### src/include/iolp_params.svh
`ifndef IOLP_PARAMS_SVH
`define IOLP_PARAMS_SVH
`define IOLP_NUM_LINES 15
`define IOLP_PORT_BASE 10
`define IOLP_LAST_PASS_LINE 13
`define IOLP_NUM_DIRECT 8
`define IOLP_NUM_TIMERS 16
`define IOLP_PWM_TIMER 15
`define IOLP_CFG_OUT_HIGH 3'h4
`define IOLP_CFG_OUT_LOW 3'h5
`define IOLP_BCAST_ADDR 64'h0000_0000_0000_ffff
`define IOLP_TICK_MS 100
`define IOLP_CLK_KHZ 25000
`define IOLP_TICK_CYCLES (`IOLP_TICK_MS * `IOLP_CLK_KHZ)
`define IOLP_TIMEOUT_W 16
`define IOLP_DUTY_W 10
`define IOLP_TICK_W 24
`define IOLP_DIRECT_RST 8'h00
`define IOLP_DUTY_RST 10'h000
`endif

### src/include/iolp_pkg.sv
`include "iolp_params.svh"
package iolp_pkg;
  typedef logic [2:0] iolp_cfg_t;
  typedef logic [`IOLP_TIMEOUT_W-1:0] iolp_timeout_t;
  typedef logic [`IOLP_DUTY_W-1:0] iolp_duty_t;
  typedef enum logic [2:0] {
    IOLP_AWAKE  = 3'b001,
    IOLP_ASLEEP = 3'b010,
    IOLP_WAKING = 3'b100
  } iolp_sleep_state_t;
endpackage

### src/include/iolp_timer_if.sv
interface iolp_timer_if;
  import iolp_pkg::*;
  logic load;
  iolp_timeout_t loadValue;
  logic tick;
  logic active;
  modport owner (output load, output loadValue, output tick, input active);
  modport timer (input load, input loadValue, input tick, output active);
endinterface

### src/hdl/iolp_hold_timer.sv
`include "iolp_params.svh"
module iolp_hold_timer
  import iolp_pkg::*;
(
  input wire logic clk,
  input wire logic rst_n,
  iolp_timer_if.timer t
);
  iolp_timeout_t count_reg;
  iolp_timeout_t count_next;

  // a fresh load restarts the hold even if one is already running
  always_comb begin
    count_next = count_reg;
    if (t.load) begin
      count_next = t.loadValue;
    end else if (t.tick && (count_reg != '0)) begin
      count_next = count_reg - 1'b1;
    end
  end

  always_ff @(posedge clk or negedge rst_n) begin
    if (!rst_n) begin
      count_reg <= '0;
    end else begin
      count_reg <= count_next;
    end
  end

  assign t.active = (count_reg != '0);
endmodule

### src/hdl/iolp_line_passing.sv
`include "iolp_params.svh"
module iolp_line_passing
  import iolp_pkg::*;
#(
  parameter int unsigned TICK_CYCLES = `IOLP_TICK_CYCLES
) (
  input wire logic clk,
  input wire logic rst_n,
  input wire logic sampleValid,
  input wire logic [63:0] sampleSrcAddr,
  input wire logic [15:0] sampleDigMask,
  input wire logic [15:0] sampleDigData,
  input wire logic [1:0] sampleAnaMask,
  input wire iolp_duty_t sampleAnalog0,
  input wire iolp_duty_t sampleAnalog1,
  input wire logic [63:0] boundSourceAddress,
  input wire logic [`IOLP_NUM_LINES-1:0][2:0] lineCfg,
  input wire logic [`IOLP_NUM_LINES-1:0] serialPinMask,
  input wire iolp_timeout_t [9:0] digitalLineTimeout,
  input wire iolp_timeout_t [4:0] portLineTimeout,
  input wire iolp_timeout_t pwmHoldTimeout,
  input wire iolp_duty_t pwm0PresetDuty,
  input wire iolp_duty_t pwm1PresetDuty,
  input wire logic forwardSampleToSerial,
  input wire logic framedMode,
  input wire logic directWrite,
  input wire logic [`IOLP_NUM_DIRECT-1:0] directOutputLevel,
  input wire logic sleepActive,
  input wire logic [`IOLP_NUM_LINES-1:0] pullResistorEnable,
  input wire logic [`IOLP_NUM_LINES-1:0] pullDirection,
  output logic [`IOLP_NUM_LINES-1:0] lineOut,
  output logic [`IOLP_NUM_LINES-1:0] lineOe,
  output logic [`IOLP_NUM_LINES-1:0] linePullUp,
  output logic [`IOLP_NUM_LINES-1:0] linePullDown,
  output iolp_duty_t pulseOutput0Duty,
  output iolp_duty_t pulseOutput1Duty,
  output logic sampleFrameEmit,
  output logic changeDetectTrigger,
  output logic periphForceLow,
  output logic spiForceHigh
);

  // ************************************************
  // decode helpers
  // ************************************************
  function automatic logic iolp_is_output(input iolp_cfg_t cfg);
    return (cfg == `IOLP_CFG_OUT_HIGH) || (cfg == `IOLP_CFG_OUT_LOW);
  endfunction

  function automatic logic iolp_cfg_level(input iolp_cfg_t cfg);
    return (cfg == `IOLP_CFG_OUT_HIGH);
  endfunction

  // ************************************************
  // sleep phase and timeout tick
  // ************************************************
  iolp_sleep_state_t sleepState_reg;
  iolp_sleep_state_t sleepState_next;
  logic [`IOLP_TICK_W-1:0] tickCnt_reg;
  logic [`IOLP_TICK_W-1:0] tickCnt_next;
  logic tick_reg;
  logic tick_next;
  logic asleep;
  logic waking;

  assign asleep = (sleepState_reg == IOLP_ASLEEP);
  assign waking = (sleepState_reg == IOLP_WAKING);

  always_comb begin
    sleepState_next = sleepState_reg;
    case (sleepState_reg)
      IOLP_AWAKE: begin
        if (sleepActive) begin
          sleepState_next = IOLP_ASLEEP;
        end
      end
      IOLP_ASLEEP: begin
        if (!sleepActive) begin
          sleepState_next = IOLP_WAKING;
        end
      end
      IOLP_WAKING: begin
        sleepState_next = sleepActive ? IOLP_ASLEEP : IOLP_AWAKE;
      end
      default: begin
        sleepState_next = IOLP_AWAKE;
      end
    endcase
  end

  // the prescaler freezes in sleep so hold times resume where they stopped
  always_comb begin
    tickCnt_next = tickCnt_reg;
    tick_next = 1'b0;
    if (!asleep) begin
      if (tickCnt_reg == `IOLP_TICK_W'(TICK_CYCLES - 1)) begin
        tickCnt_next = '0;
        tick_next = 1'b1;
      end else begin
        tickCnt_next = tickCnt_reg + 1'b1;
      end
    end
  end

  always_ff @(posedge clk or negedge rst_n) begin
    if (!rst_n) begin
      sleepState_reg <= IOLP_AWAKE;
      tickCnt_reg <= '0;
      tick_reg <= 1'b0;
    end else begin
      sleepState_reg <= sleepState_next;
      tickCnt_reg <= tickCnt_next;
      tick_reg <= tick_next;
    end
  end

  // ************************************************
  // sample acceptance
  // ************************************************
  logic srcMatch;
  logic pwmLoad;
  logic [`IOLP_NUM_LINES-1:0] passAllowed;
  logic [`IOLP_NUM_LINES-1:0] passLoad;
  logic [`IOLP_NUM_LINES-1:0] isOut;
  iolp_timeout_t [`IOLP_NUM_LINES-1:0] lineTimeout;

  // accepted in either serial mode; framing only affects forwarding
  always_comb begin
    srcMatch = sampleValid && ((sampleSrcAddr == boundSourceAddress) ||
               (boundSourceAddress == `IOLP_BCAST_ADDR));
    pwmLoad = srcMatch && (sampleAnaMask != 2'h0);
    // main lines fill slots 0-9, port lines the slots above
    lineTimeout = {portLineTimeout, digitalLineTimeout};
    for (int i = 0; i < `IOLP_NUM_LINES; i++) begin
      isOut[i] = iolp_is_output(lineCfg[i]);
      passAllowed[i] = (i <= `IOLP_LAST_PASS_LINE) && !serialPinMask[i] && isOut[i];
      passLoad[i] = srcMatch && sampleDigMask[i] && passAllowed[i];
    end
  end

  // ************************************************
  // hold timers, one per line plus one shared by the pulse outputs
  // ************************************************
  iolp_timer_if tmr[`IOLP_NUM_TIMERS] ();
  logic [`IOLP_NUM_TIMERS-1:0] holdActive;

  generate
    for (genvar g = 0; g < `IOLP_NUM_TIMERS; g++) begin : gen_timer
      if (g == `IOLP_PWM_TIMER) begin : gen_pwm
        assign tmr[g].load = pwmLoad;
        assign tmr[g].loadValue = pwmHoldTimeout;
      end else begin : gen_line
        assign tmr[g].load = passLoad[g];
        assign tmr[g].loadValue = lineTimeout[g];
      end
      assign tmr[g].tick = tick_reg;
      assign holdActive[g] = tmr[g].active;
      iolp_hold_timer u_timer (
        .clk(clk),
        .rst_n(rst_n),
        .t(tmr[g])
      );
    end
  endgenerate

  // ************************************************
  // digital lines
  // ************************************************
  logic [`IOLP_NUM_LINES-1:0] passLevel_reg;
  logic [`IOLP_NUM_LINES-1:0] passLevel_next;
  logic [`IOLP_NUM_DIRECT-1:0] directLevel_reg;
  logic [`IOLP_NUM_DIRECT-1:0] directLevel_next;
  logic [`IOLP_NUM_DIRECT-1:0] directSet_reg;
  logic [`IOLP_NUM_DIRECT-1:0] directSet_next;
  logic [`IOLP_NUM_LINES-1:0] lineOut_reg;
  logic [`IOLP_NUM_LINES-1:0] lineOut_next;
  logic [`IOLP_NUM_LINES-1:0] lineOe_reg;
  logic [`IOLP_NUM_LINES-1:0] lineOe_next;
  logic [`IOLP_NUM_LINES-1:0] pullUp_reg;
  logic [`IOLP_NUM_LINES-1:0] pullUp_next;
  logic [`IOLP_NUM_LINES-1:0] pullDown_reg;
  logic [`IOLP_NUM_LINES-1:0] pullDown_next;
  logic changeDetect_reg;
  logic changeDetect_next;

  // sleep needs no special case here: outputs already hold and the
  // remaining lines already follow their pulls
  always_comb begin
    passLevel_next = passLevel_reg;
    directLevel_next = directLevel_reg;
    directSet_next = directSet_reg;
    changeDetect_next = 1'b0;
    if (directWrite) begin
      directLevel_next = directOutputLevel;
      directSet_next = '1;
      changeDetect_next = |((directOutputLevel ^ lineOut_reg[`IOLP_NUM_DIRECT-1:0]) &
                            isOut[`IOLP_NUM_DIRECT-1:0]);
    end
    for (int i = 0; i < `IOLP_NUM_LINES; i++) begin
      logic baseLevel;
      baseLevel = iolp_cfg_level(lineCfg[i]);
      if (passLoad[i]) begin
        passLevel_next[i] = sampleDigData[i];
      end
      if (i < `IOLP_NUM_DIRECT) begin
        if (directSet_reg[i]) begin
          baseLevel = directLevel_reg[i];
        end
      end
      lineOe_next[i] = isOut[i];
      lineOut_next[i] = isOut[i] && (holdActive[i] ? passLevel_reg[i] : baseLevel);
      pullUp_next[i] = !isOut[i] && pullResistorEnable[i] && pullDirection[i];
      pullDown_next[i] = !isOut[i] && pullResistorEnable[i] && !pullDirection[i];
    end
  end

  always_ff @(posedge clk or negedge rst_n) begin
    if (!rst_n) begin
      passLevel_reg <= '0;
      directLevel_reg <= `IOLP_DIRECT_RST;
      directSet_reg <= '0;
      lineOut_reg <= '0;
      lineOe_reg <= '0;
      pullUp_reg <= '0;
      pullDown_reg <= '0;
      changeDetect_reg <= 1'b0;
    end else begin
      passLevel_reg <= passLevel_next;
      directLevel_reg <= directLevel_next;
      directSet_reg <= directSet_next;
      lineOut_reg <= lineOut_next;
      lineOe_reg <= lineOe_next;
      pullUp_reg <= pullUp_next;
      pullDown_reg <= pullDown_next;
      changeDetect_reg <= changeDetect_next;
    end
  end

  // ************************************************
  // pulse outputs
  // ************************************************
  iolp_duty_t [1:0] pwmPass_reg;
  iolp_duty_t [1:0] pwmPass_next;
  logic [1:0] pwmDriven_reg;
  logic [1:0] pwmDriven_next;
  iolp_duty_t [1:0] pwmDuty_reg;
  iolp_duty_t [1:0] pwmDuty_next;
  iolp_duty_t [1:0] pwmPreset;
  iolp_duty_t [1:0] anaSample;

  // analog full scale equals duty full scale, so the value maps one to one
  assign anaSample[0] = sampleAnalog0;
  assign anaSample[1] = sampleAnalog1;
  assign pwmPreset[0] = pwm0PresetDuty;
  assign pwmPreset[1] = pwm1PresetDuty;

  always_comb begin
    pwmPass_next = pwmPass_reg;
    pwmDriven_next = pwmDriven_reg;
    for (int k = 0; k < 2; k++) begin
      if (pwmLoad && sampleAnaMask[k]) begin
        pwmPass_next[k] = anaSample[k];
        pwmDriven_next[k] = 1'b1;
      end else if (waking) begin
        pwmDriven_next[k] = 1'b0;
      end else if (!holdActive[`IOLP_PWM_TIMER] && !pwmLoad) begin
        pwmDriven_next[k] = 1'b0;
      end
      if (asleep) begin
        pwmDuty_next[k] = `IOLP_DUTY_RST;
      end else if (pwmDriven_reg[k] && !waking) begin
        pwmDuty_next[k] = pwmPass_reg[k];
      end else begin
        pwmDuty_next[k] = pwmPreset[k];
      end
    end
  end

  always_ff @(posedge clk or negedge rst_n) begin
    if (!rst_n) begin
      pwmPass_reg <= '0;
      pwmDriven_reg <= '0;
      pwmDuty_reg <= '0;
    end else begin
      pwmPass_reg <= pwmPass_next;
      pwmDriven_reg <= pwmDriven_next;
      pwmDuty_reg <= pwmDuty_next;
    end
  end

  // ************************************************
  // serial forwarding and sleep pin control
  // ************************************************
  logic frame_reg;
  logic frame_next;
  logic periphLow_reg;
  logic periphLow_next;
  logic spiHigh_reg;
  logic spiHigh_next;

  // transparent mode never frames samples; it only passes lines and pulse duties
  always_comb begin
    frame_next = sampleValid && framedMode && (!srcMatch || forwardSampleToSerial);
    periphLow_next = asleep;
    spiHigh_next = asleep;
  end

  always_ff @(posedge clk or negedge rst_n) begin
    if (!rst_n) begin
      frame_reg <= 1'b0;
      periphLow_reg <= 1'b0;
      spiHigh_reg <= 1'b0;
    end else begin
      frame_reg <= frame_next;
      periphLow_reg <= periphLow_next;
      spiHigh_reg <= spiHigh_next;
    end
  end

  // ************************************************
  // outputs
  // ************************************************
  assign lineOut = lineOut_reg;
  assign lineOe = lineOe_reg;
  assign linePullUp = pullUp_reg;
  assign linePullDown = pullDown_reg;
  assign pulseOutput0Duty = pwmDuty_reg[0];
  assign pulseOutput1Duty = pwmDuty_reg[1];
  assign sampleFrameEmit = frame_reg;
  assign changeDetectTrigger = changeDetect_reg;
  assign periphForceLow = periphLow_reg;
  assign spiForceHigh = spiHigh_reg;
endmodule

### config.mk
export PLATFORM = sky130hd
export DESIGN_NAME = iolp_line_passing
export DESIGN_NICKNAME = d
export VERILOG_FILES = /design/src/include/iolp_pkg.sv /design/src/include/iolp_timer_if.sv /design/src/hdl/iolp_hold_timer.sv /design/src/hdl/iolp_line_passing.sv
export VERILOG_INCLUDE_DIRS = /design/src /design/src/include
export SDC_FILE = /design/constraint.sdc
export NUM_CORES = 1
export LEC_CHECK = 0
export ABC_AREA = 1
export BUFFER_PORTS_ARGS = -buffer_cell sky130_fd_sc_hd__buf_4
export CAP_MARGIN = 20
export CORE_AREA = 2 2 252 254
export DETAILED_ROUTE_END_ITERATION = 16
export DIE_AREA = 0 0 254 256
export PLACE_DENSITY = 0.69
export SYNTH_ARGS = -nofsm -noshare
export SYNTH_HDL_FRONTEND = slang
export SYNTH_SLANG_ARGS = --single-unit
### constraint.sdc
create_clock -name clk -period 3.26 [get_ports clk]
set_clock_uncertainty 0.1 [all_clocks]
set_input_delay 0.652 -clock clk [delete_from_list [all_inputs] [get_ports clk]]
set_output_delay 0.652 -clock clk [all_outputs]
set_load 0.01 [all_outputs]
Word-level counts from Yosys, hierarchy flattened:

Index checks and enable logic that the tools add are counted.

* bits in registers: 412
* bits in latches: 0
* bits in writable memories: 0
* ROM bits: 0
* input port bits: 563
* output and inout port bits: 84
* word-level logic and storage cells: 402
* memories: 0

* add/subtract/negate cells: 17
* multipliers: 0
* divide/modulo/power cells: 0
* $lt $le $gt $ge: 0
* equal/unequal tests: 38
* shifts and indexed selects: 0
* mux-type cells: 69
* bitwise logic cells: 2
* reductions and logical operators: 228

Operators with widths (number)
* 2-to-1 mux 16 bit: 30
* nonzero test 16 bit: 16
* subtractor 16 x 1 -> 16 bit (second input constant): 16
* logical AND 1 bit: 127
* equality test 3 bit (second input constant): 31
* equality test 64 x 16 -> 1 bit (second input constant): 1
* equality test 64 bit: 1
* logical NOT 1 bit: 48
* 2-to-1 mux 10 bit: 4
* nonzero test 2 bit: 16
* 2-to-1 mux 1 bit: 30
* adder 24 x 1 -> 24 bit (second input constant): 1
* equality test 24 x 22 -> 1 bit (second input constant): 1
* 2-to-1 mux 24 bit: 1
* logical OR 1 bit: 17
* case mux 3 bit (3 select lines): 1
* AND 8 bit: 1
* OR reduction 8 bit: 1
* bitwise XOR 8 bit: 1
* 2-to-1 mux 3 bit: 2
* nonzero test 3 bit: 2
* != test 2 bit (second input constant): 2
* equality test 3 x 1 -> 1 bit (second input constant): 1
* equality test 3 x 2 -> 1 bit (second input constant): 1
* 2 further kinds: 2

Logic depth before layout (Yosys ltp):

Gate-level depths: netlist (run 1).

* depth in word-level cells: 9
* gate-level depth with buffers: 16
* depth with buffers taken out: 15

Cells and area by module:

Synthesis (run 1) repeated with hierarchy kept, for this count alone.

* cell total of the unflattened synthesis: 4019
* area total of the unflattened synthesis: 28513.6 µm²

Modules (own cells, without submodules)
* iolp_hold_timer (gen_timer[0].u_timer ...): instances 14, cells each 181, area each 1285.0 µm², seq. area each 400.4 µm²
* iolp_line_passing: instances 1, cells each 1117, area each 8166.6 µm², seq. area each 3905.0 µm²
* iolp_hold_timer (gen_timer[8].u_timer ...): instances 2, cells each 184, area each 1178.6 µm², seq. area each 400.4 µm²

Worst setup path after synthesis (run 1):

No wires, ideal clock.

* path type: input -> register
* from: in lineCfg[2] (netlist name)
* to: reg gen_timer[0].u_timer.count_reg[1]
* setup time: 0.120 ns
* arrival: 1.958 ns
* required time: 3.040 ns
* setup slack: 1.083 ns
* cell stages on the path: 8
* buffers on the path: 1
* cell sequence: inv_1 -> nor2_2 -> inv_1 -> nor3b_1 -> nand3_4 -> buf_6 -> o21ai_0 -> inv_1

* longest elaborated chain between the ends: 5
* elaborated cells between the ends (all ways): 7
* classes of those cells: eq/ne: 2; mux: 1; reduce/logical: 4

Ends and longest elaborated chain
* from (decl): line iolp_line_passing.sv:17 `` input wire logic [`IOLP_NUM_LINES-1:0][2:0] lineCfg, ``
* equality test 3 bit (no source line)
* logical OR 1 bit (*): line iolp_line_passing.sv:47 `` return (cfg == `IOLP_CFG_OUT_HIGH) || (cfg == `IOLP_CFG_OUT_LOW); ``
* net isOut[0]: line iolp_line_passing.sv:124 `` logic [`IOLP_NUM_LINES-1:0] isOut; ``
* logical AND 1 bit (*): line iolp_line_passing.sv:136 `` passAllowed[i] = (i <= `IOLP_LAST_PASS_LINE) && !serialPinMask[i] && isOut[i]; ``
* logical AND 1 bit (*): line iolp_line_passing.sv:137 `passLoad[i] = srcMatch && sampleDigMask[i] && passAllowed[i];`
* 2-to-1 mux 16 bit / nonzero test 2 bit (equally long branches)
* to (signal assigned): line iolp_hold_timer.sv:26 `count_reg <= count_next;`
* to (decl): line iolp_hold_timer.sv:9 `iolp_timeout_t count_reg;`

The timed path passes the listed nets; every way through them passes the cells marked *.
A chain may end at the register's enable or synchronous reset.

Final worst setup path (run 1):

* from: reg gen_timer[9].u_timer.count_reg[0]
* to: reg gen_timer[9].u_timer.count_reg[14]

* longest elaborated chain between the ends: 3
* elaborated cells between the ends (all ways): 6
* classes of those cells: add/sub: 1; mux: 2; reduce/logical: 3

Ends and longest elaborated chain
* from (decl): line iolp_hold_timer.sv:9
* from (signal assigned): line iolp_hold_timer.sv:26
* subtractor 16 x 1 -> 16 bit / nonzero test 16 bit (equally long branches): line iolp_hold_timer.sv:18, iolp_hold_timer.sv:17
* 2-to-1 mux 16 bit / logical AND 1 bit (equally long branches): line iolp_hold_timer.sv:17 `end else if (t.tick && (count_reg != '0)) begin`
* 2-to-1 mux 16 bit / nonzero test 2 bit (equally long branches)

Several ways; a longest one is shown, not always the timed one. The select of a mux whose other input is x is not followed.

==> results of run 1 <==
[worst min path at each step]
| stage | from | to | slack, ns | depth (start not counted) |
|---|---|---|---|---|
| after global routing | pullDirection[10] | linePullDown[10] | 0.07 | 2 |
| after CTS | pullDirection[10] | linePullDown[10] | 0.06 | 2 |
| final | pullDirection[10] | linePullDown[10] | 0.1 | 2 |
| after floorplan | rst_n | changeDetectTrigger | 0.26 | 0 |
| after global placement | directLevel_reg[0] | directLevel_reg[0] | 0.36 | 2 |
| after detailed placement | pwmPass_reg[14] | pwmPass_reg[14] | 0.36 | 2 |
[synth_stat cells (4+ instances only)]
library cell  number
xnor2_1           63
nand3b_1          26
buf_4              7
nand3_1          513
or2_2             23
inv_1            384
nor3b_2            7
nor4_1            33
ha_1              17
buf_6              9
clkbuf_1          43
inv_2             10
clkinv_1           6
dfrtp_1          411
nand4_1           49
o21ai_1           17
nand3_4            7
nor2_2            11
xor2_1           133
a211oi_1           8
nor2_1           426
buf_1              4
a21oi_1           45
nand2_1          938
nand2_2            7
buf_2             50
o21ai_0          175
nor3_1            58
nor3b_1           16
[per-layer routing]
metal / wire length [um] / vias to the layer above / share of wire
met3: 6110 / 154 / 0.075
met2: 37600 / 691 / 0.46
met5: 100 / - / 0.0012
li1: - / 12578 / -
met4: 2550 / 14 / 0.031
met1: 34700 / 11430 / 0.43
[worst max-delay path: stages (launching register included)]
cell and delay (ns):
dfrtp_1 0.35, inv_1 0.08, ha_1 0.24, nand4_1 0.17
nor3_1 0.12, nor2_1 0.76, clkinv_1 0.51, nand2_1 0.17
inv_1 0.19, nand2_1 0.11, nand2_1 0.05
[layout make-up]
cell class / count / area share
multi-input cells: 2605 / 0.390
flip-flops and latches: 412 / 0.315
repair buffers: 691 / 0.163
inverters: 400 / 0.0459
clock buffers: 71 / 0.0456
well taps: 846 / 0.0324
clock inverters: 18 / 0.00685
diodes: 6 / 0.000459
[logic make-up after synthesis]
logic type,Yosys count
AO/OA/AOI/OAI,264
buffers and inverters,514
flip-flops,412
adder cells (fa/ha/maj),17
AND/OR/NAND/NOR,2128
XOR/XNOR,196
[repair_timing]
action | 4_1_cts | 5_1_grt
resized for setup | 0 | 0
hold endpoints to repair | 39 | 0
hold buffers | 1 | 0
[power breakdown]
part | switching, mW | internal, mW | total (mW)
clock | 2.30 | 3.49 | 5.79
combinational | 0.721 | 0.732 | 1.45
sequential | 0.0842 | 5.27 | 5.36
[cell usage in the layout, fill, tap and decap left out, drive strengths merged]
cell type / netlist / final
nand2: 946 / 946
buf: 71 / 690
nand3: 521 / 521
nor2: 437 / 437
dfrtp: 411 / 411
inv: 394 / 394
o21ai: 194 / 194
xor2: 133 / 133
clkbuf: 43 / 71
xnor2: 63 / 63
nor3: 59 / 59
nand4: 50 / 50
a21oi: 45 / 45
nor4: 34 / 34
nand3b: 26 / 26
or2: 25 / 25
nor3b: 23 / 23
ha: 17 / 17
clkinv: 6 / 17
a211oi: 8 / 8
diode: 0 / 6
bufinv: 0 / 4
and2: 3 / 3
a31oi: 3 / 3
o21bai: 3 / 3
clkinvlp: 0 / 3
and3: 2 / 2
a2111oi: 2 / 2
o21a: 2 / 2
o22ai: 2 / 2
nor4b: 2 / 2
o211ai: 2 / 2
a311oi: 1 / 1
a21boi: 1 / 1
o31ai: 1 / 1
dlygate4sd3: 0 / 1
dfstp: 1 / 1
==> flow_summary.yaml, run 1 <==
global_routing:
  grt_overflow: 0
  grtUsageMet1: 0.317
  top_usage_layer: "met2"
  grt_pass1_vias: 23827
  use_met3: 0.0654
  grt_max_degree: 81
  antenna_found_initial: 14
  met2_usage: 0.401
  grt_pass1_wl_um: 128000
  grt_usage: 0.247
synth:
  async_reset_ff_frac: 1.00
  yosys.area.top_type_share: 0.409
  ys.flop_type: "dfrtp_1"
  ys_ff_latch: 412
  syn-mean-instance-area_sq_um: 7.12
  syn_nets: 4111
  yosysTopAreaCell: "dfrtp_1"
  synth_top_family_by_area: "simple AND/OR/NAND/NOR gates"
  synth_simple_gate_area_frac: 0.374
  synth_compound_area_frac: 0.0555
  ys_warn_count: 0
  seq_area_frac_synth: 0.410
  syn_inst: 3531
  synthesis.area_sq_um: 25200
  yosys-top-cells-area: "dfrtp_1 41%, nand2_1 14%, nand3_1 10%, nor2_1 6.4%, inv_1 5.7%"
  synth_cell_types: 51
  synth-edff-count: 0
  synth-adder-area-share: 0.00846
  synthMuxAreaShare: 0
  synthXorXnorAreaFrac: 0.0683
routing:
  drt.antenna.violating_nets: 0
  vias: 24867
  first_iter_violations: 1675
  post_drt_wl_per_cell_um: 16.1
  via_per_inst: 4.93
  drc: 0
  dr.pass1.iters: 6
  routed_wl_um: 81100
clock_tree:
  cts_htree_levels: 2
  clock_path_buffers: 3
  cts_sinks: 412
  clk_latency_ns: 0.61
  path_clk_slew_ns: 0.06
  cts_setup_buffers: 0
  cts_buffers: 50
  tritoncts: "done"
  root_buffer: "clkbuf_16"
setup_path:
  r2r_setup_slack_ns: 0.30
  r2r_end: "gen_timer[9].u_timer.count_reg[14]"
  r2r_start: "gen_timer[9].u_timer.count_reg[0]"
  r2r_cells: 10
  cp.arrival_ns: 3.33
  required_ns: 3.63
  critPathLaunchType: "register"
  cp_max_fo: 14
  endpoint: "gen_timer[9].u_timer.count_reg[14]"
  worstSetupPathType: "reg -> reg"
  end_kind: "register"
  crit_start: "gen_timer[9].u_timer.count_reg[0]"
sta:
  final.setup.tns_ns: 0
  hold_violations: 0
  grt_setup_unrepaired: "no"
  slew_headroom: 0.342
  holdWs_ns: 0.0971
  period_minus_slack_ns: 2.96
  post-route-period-util: 0.907
  setup_ws_ns: 0.303
  fmax_ghz: 0.338
  setup_violations: 0
  slew_viol_final: 0
  worstMarginPinSlew_ns: 0.983
cells_and_area:
  nNetsFinal: 4740
  multi_input_area_sq_um: 12800
  register_area_sq_um: 10300
  instances_no_fill: 5049
  nFillCells: 6079
  finalInstanceArea_sq_um: 32700
  drive_gt1_frac: 0.203
  finish.utilization: 0.524
  largest_reg_flops: 256
  syn_to_final_growth_pct: 30.0
placed_design:
  dpl.hpwl_um: 62200
  gp_congestion: 0.960
  dp_slack_ns: 0.150
  place_inst: 4953
  io_buffers: 625
  place_area_sq_um: 31000
floorplan:
  rows: 92
  die-area_sq_um: 65000
  die_y_um: 256
  start_util: 0.403
  design.core.area_sq_um: 62400
  ios: 647
  fp.dieW_um: 254
pwr:
  p_per_area_nw_per_um2: 385
  power_mw: 12.6
  p_leak_nw: 17.1
  ir_worst_vdd_mv: 0.395
job:
  cap_violations: 0
worst_hold_path:
  hold_class: "in -> reg"
outcome:
  status: "finished, final reports clean"
Power figures use the tool's default switching activity.
==> run 2: changes to the inputs <==
CELL_PAD_IN_SITES_DETAIL_PLACEMENT = 0   (was unset)
CELL_PAD_IN_SITES_GLOBAL_PLACEMENT = 2   (was unset)
CORE_AREA = unset   (was 2 2 252 254)
CORE_MARGIN = 2   (was unset)
CORE_UTILIZATION = 32   (was unset)
DIE_AREA = unset   (was 0 0 254 256)
PLACE_DENSITY = 0.92   (was 0.69)
REMOVE_ABC_BUFFERS = 1   (was unset)
==> run 2 against run 1 <==
Effect of this change:
- cell count up 4.2%
- setup slack better by 0.34 ns
- routed wire length up 4.5%
- sequential power about the same
- critical path depth up 4
- global-route usage down 4.2 points
- register-to-register slack better by 0.34 ns
- die area up 24%
- clock-buffer cell count up 11
- non-clock buffer count up 9
- total power up 0.42%
- clock power up 0.9%
==> flow_summary.yaml, run 2 (synthesis results as in run 1) <==
sta:
  hold_violations: 0
  setup_violations: 0
  slew_headroom: 0.340
  slew_viol_final: 0
  period_minus_slack_ns: 2.62
  fmax_ghz: 0.382
  worstMarginPinSlew_ns: 0.987
  holdWs_ns: 0.0879
  post-route-period-util: 0.803
  grt_setup_unrepaired: "no"
  final.setup.tns_ns: 0
setup_path:
  critPathLaunchType: "register"
  cp_max_fo: 13
  cp.arrival_ns: 3.04
  required_ns: 3.68
  r2r_cells: 14
  worstSetupPathType: "reg -> reg"
  end_kind: "register"
cells_and_area:
  nNetsFinal: 4751
  nFillCells: 8184
  largest_reg_flops: 256
  final_common_cell: "nand2_1"
  multi_input_area_sq_um: 12800
  drive_gt1_frac: 0.204
  finish.utilization: 0.425
  register_area_sq_um: 10300
  syn_to_final_growth_pct: 31.2
  instances_no_fill: 5259
  mostFrequentLayoutCells: "938 x nand2_1, 689 x buf_4, 513 x nand3_1"
routing:
  via_per_inst: 4.65
  first_iter_violations: 1473
  drt.antenna.violating_nets: 0
  drc: 0
  vias: 24441
  routed_wl_um: 84700
  dr.pass1.iters: 5
  post_drt_wl_per_cell_um: 16.1
clock_tree:
  hold_buffers: 1
  cts_setup_buffers: 0
  cts_sinks: 412
  root_buffer: "clkbuf_16"
  clk_latency_ns: 0.62
  clock_path_buffers: 3
  cts_htree_levels: 2
  cts_buffers: 52
  tritoncts: "done"
  ctsResizeCount: 0
  path_clk_slew_ns: 0.06
pwr:
  p_per_area_nw_per_um2: 384
  power_mw: 12.7
  ir_worst_vdd_mv: 0.394
  p_leak_nw: 17.1
floorplan:
  die_y_um: 284
  start_util: 0.324
  fp.dieW_um: 284
  rows: 102
  die-area_sq_um: 80900
  ios: 647
  design.core.area_sq_um: 77600
worst_hold_path:
  holdPathStages: 2
  hold_class: "in -> reg"
job:
  cap_violations: 0
global_routing:
  grt_max_degree: 64
  grt_overflow: 0
  grt_pass1_vias: 23744
  grt_pass1_wl_um: 133000
  antenna_found_initial: 13
  grt_usage: 0.205
placed_design:
  place_inst: 5156
  gp_congestion: 0.846
  dpl.hpwl_um: 64900
  io_buffers: 625
outcome:
  status: "finished, final reports clean"
-- run 2: cell types whose count changed in the layout (fill, tap and decap cells not counted), moves of 2 or more --
cell	before	now
buf_12	11	9
buf_4	678	689
bufinv_16	4	2
clkbuf_1	6	15
clkinv_8	2	0
clkinvlp_4	3	1
-- run 2: per-layer routing --
| layer | GRT usage | part of all wire |
|---|---|---|
| met4 | 0.0503 | 0.022 |
| met3 | 0.0502 | 0.062 |
| met5 | 0 | 0.00098 |
| met1 | 0.273 | 0.45 |
| met2 | 0.333 | 0.46 |
-- run 2: path summary, 6_finish.rpt --
| kind | from | end | slack, ns |
|---|---|---|---|
| max in group asynchronous | rst_n | sleepState_reg[0] | 1.74 |
| worst max-delay path | gen_timer[6].u_timer.count_reg[0] | gen_timer[6].u_timer.count_reg[7] | 0.64 |
| worst min-delay path | pullDirection[12] | linePullDown[12] | 0.09 |
| worst max register to register | gen_timer[6].u_timer.count_reg[0] | gen_timer[6].u_timer.count_reg[7] | 0.64 |
| min in group asynchronous | rst_n | linePullUp[8] | 0.51 |
| worst min register to register | pwmPass_reg[18] | pwmPass_reg[18] | 0.37 |
-- run 2: cell type report --
type | count | share of cell area
Antenna cell | 6 | 0.000455
Multi-Input combinational cell | 2605 | 0.387
Timing Repair Buffer | 700 | 0.163
Clock buffer | 82 | 0.0474
Sequential cell | 412 | 0.313
Inverter | 400 | 0.0455
Tap cell | 1040 | 0.0394
Clock inverter | 14 | 0.00504
-- run 2: metrics by stage --
| step | setup WS [ns] | area [sq um] |
|---|---|---|
| floorplan | -4.43 | 24500 |
| global placement | 0.214 | 31200 |
| detailed placement | 0.137 | 31200 |
| CTS | 0.654 | 33000 |
| global route | 0.380 | 33000 |
| finish | 0.641 | 33000 |
-- run 2: power by group --
group	internal (mW)	switching (mW)
registers	5.27	0.0861
logic	0.732	0.717
clock network	3.45	2.39
total	9.46	3.20
-- run 2: critical path, stage by stage, from the launching register on --
cell and delay [ns]:
dfrtp_1 0.34, inv_1 0.08, ha_1 0.24, inv_1 0.09, nor2_2 0.06, nand3_1 0.11
nor2_1 0.06, nand2_1 0.13, nor2_1 0.09, nor2_1 0.75, nand2_1 0.14, xor2_1 0.18
nand2_1 0.07, nand2_1 0.06, inv_1 0.03
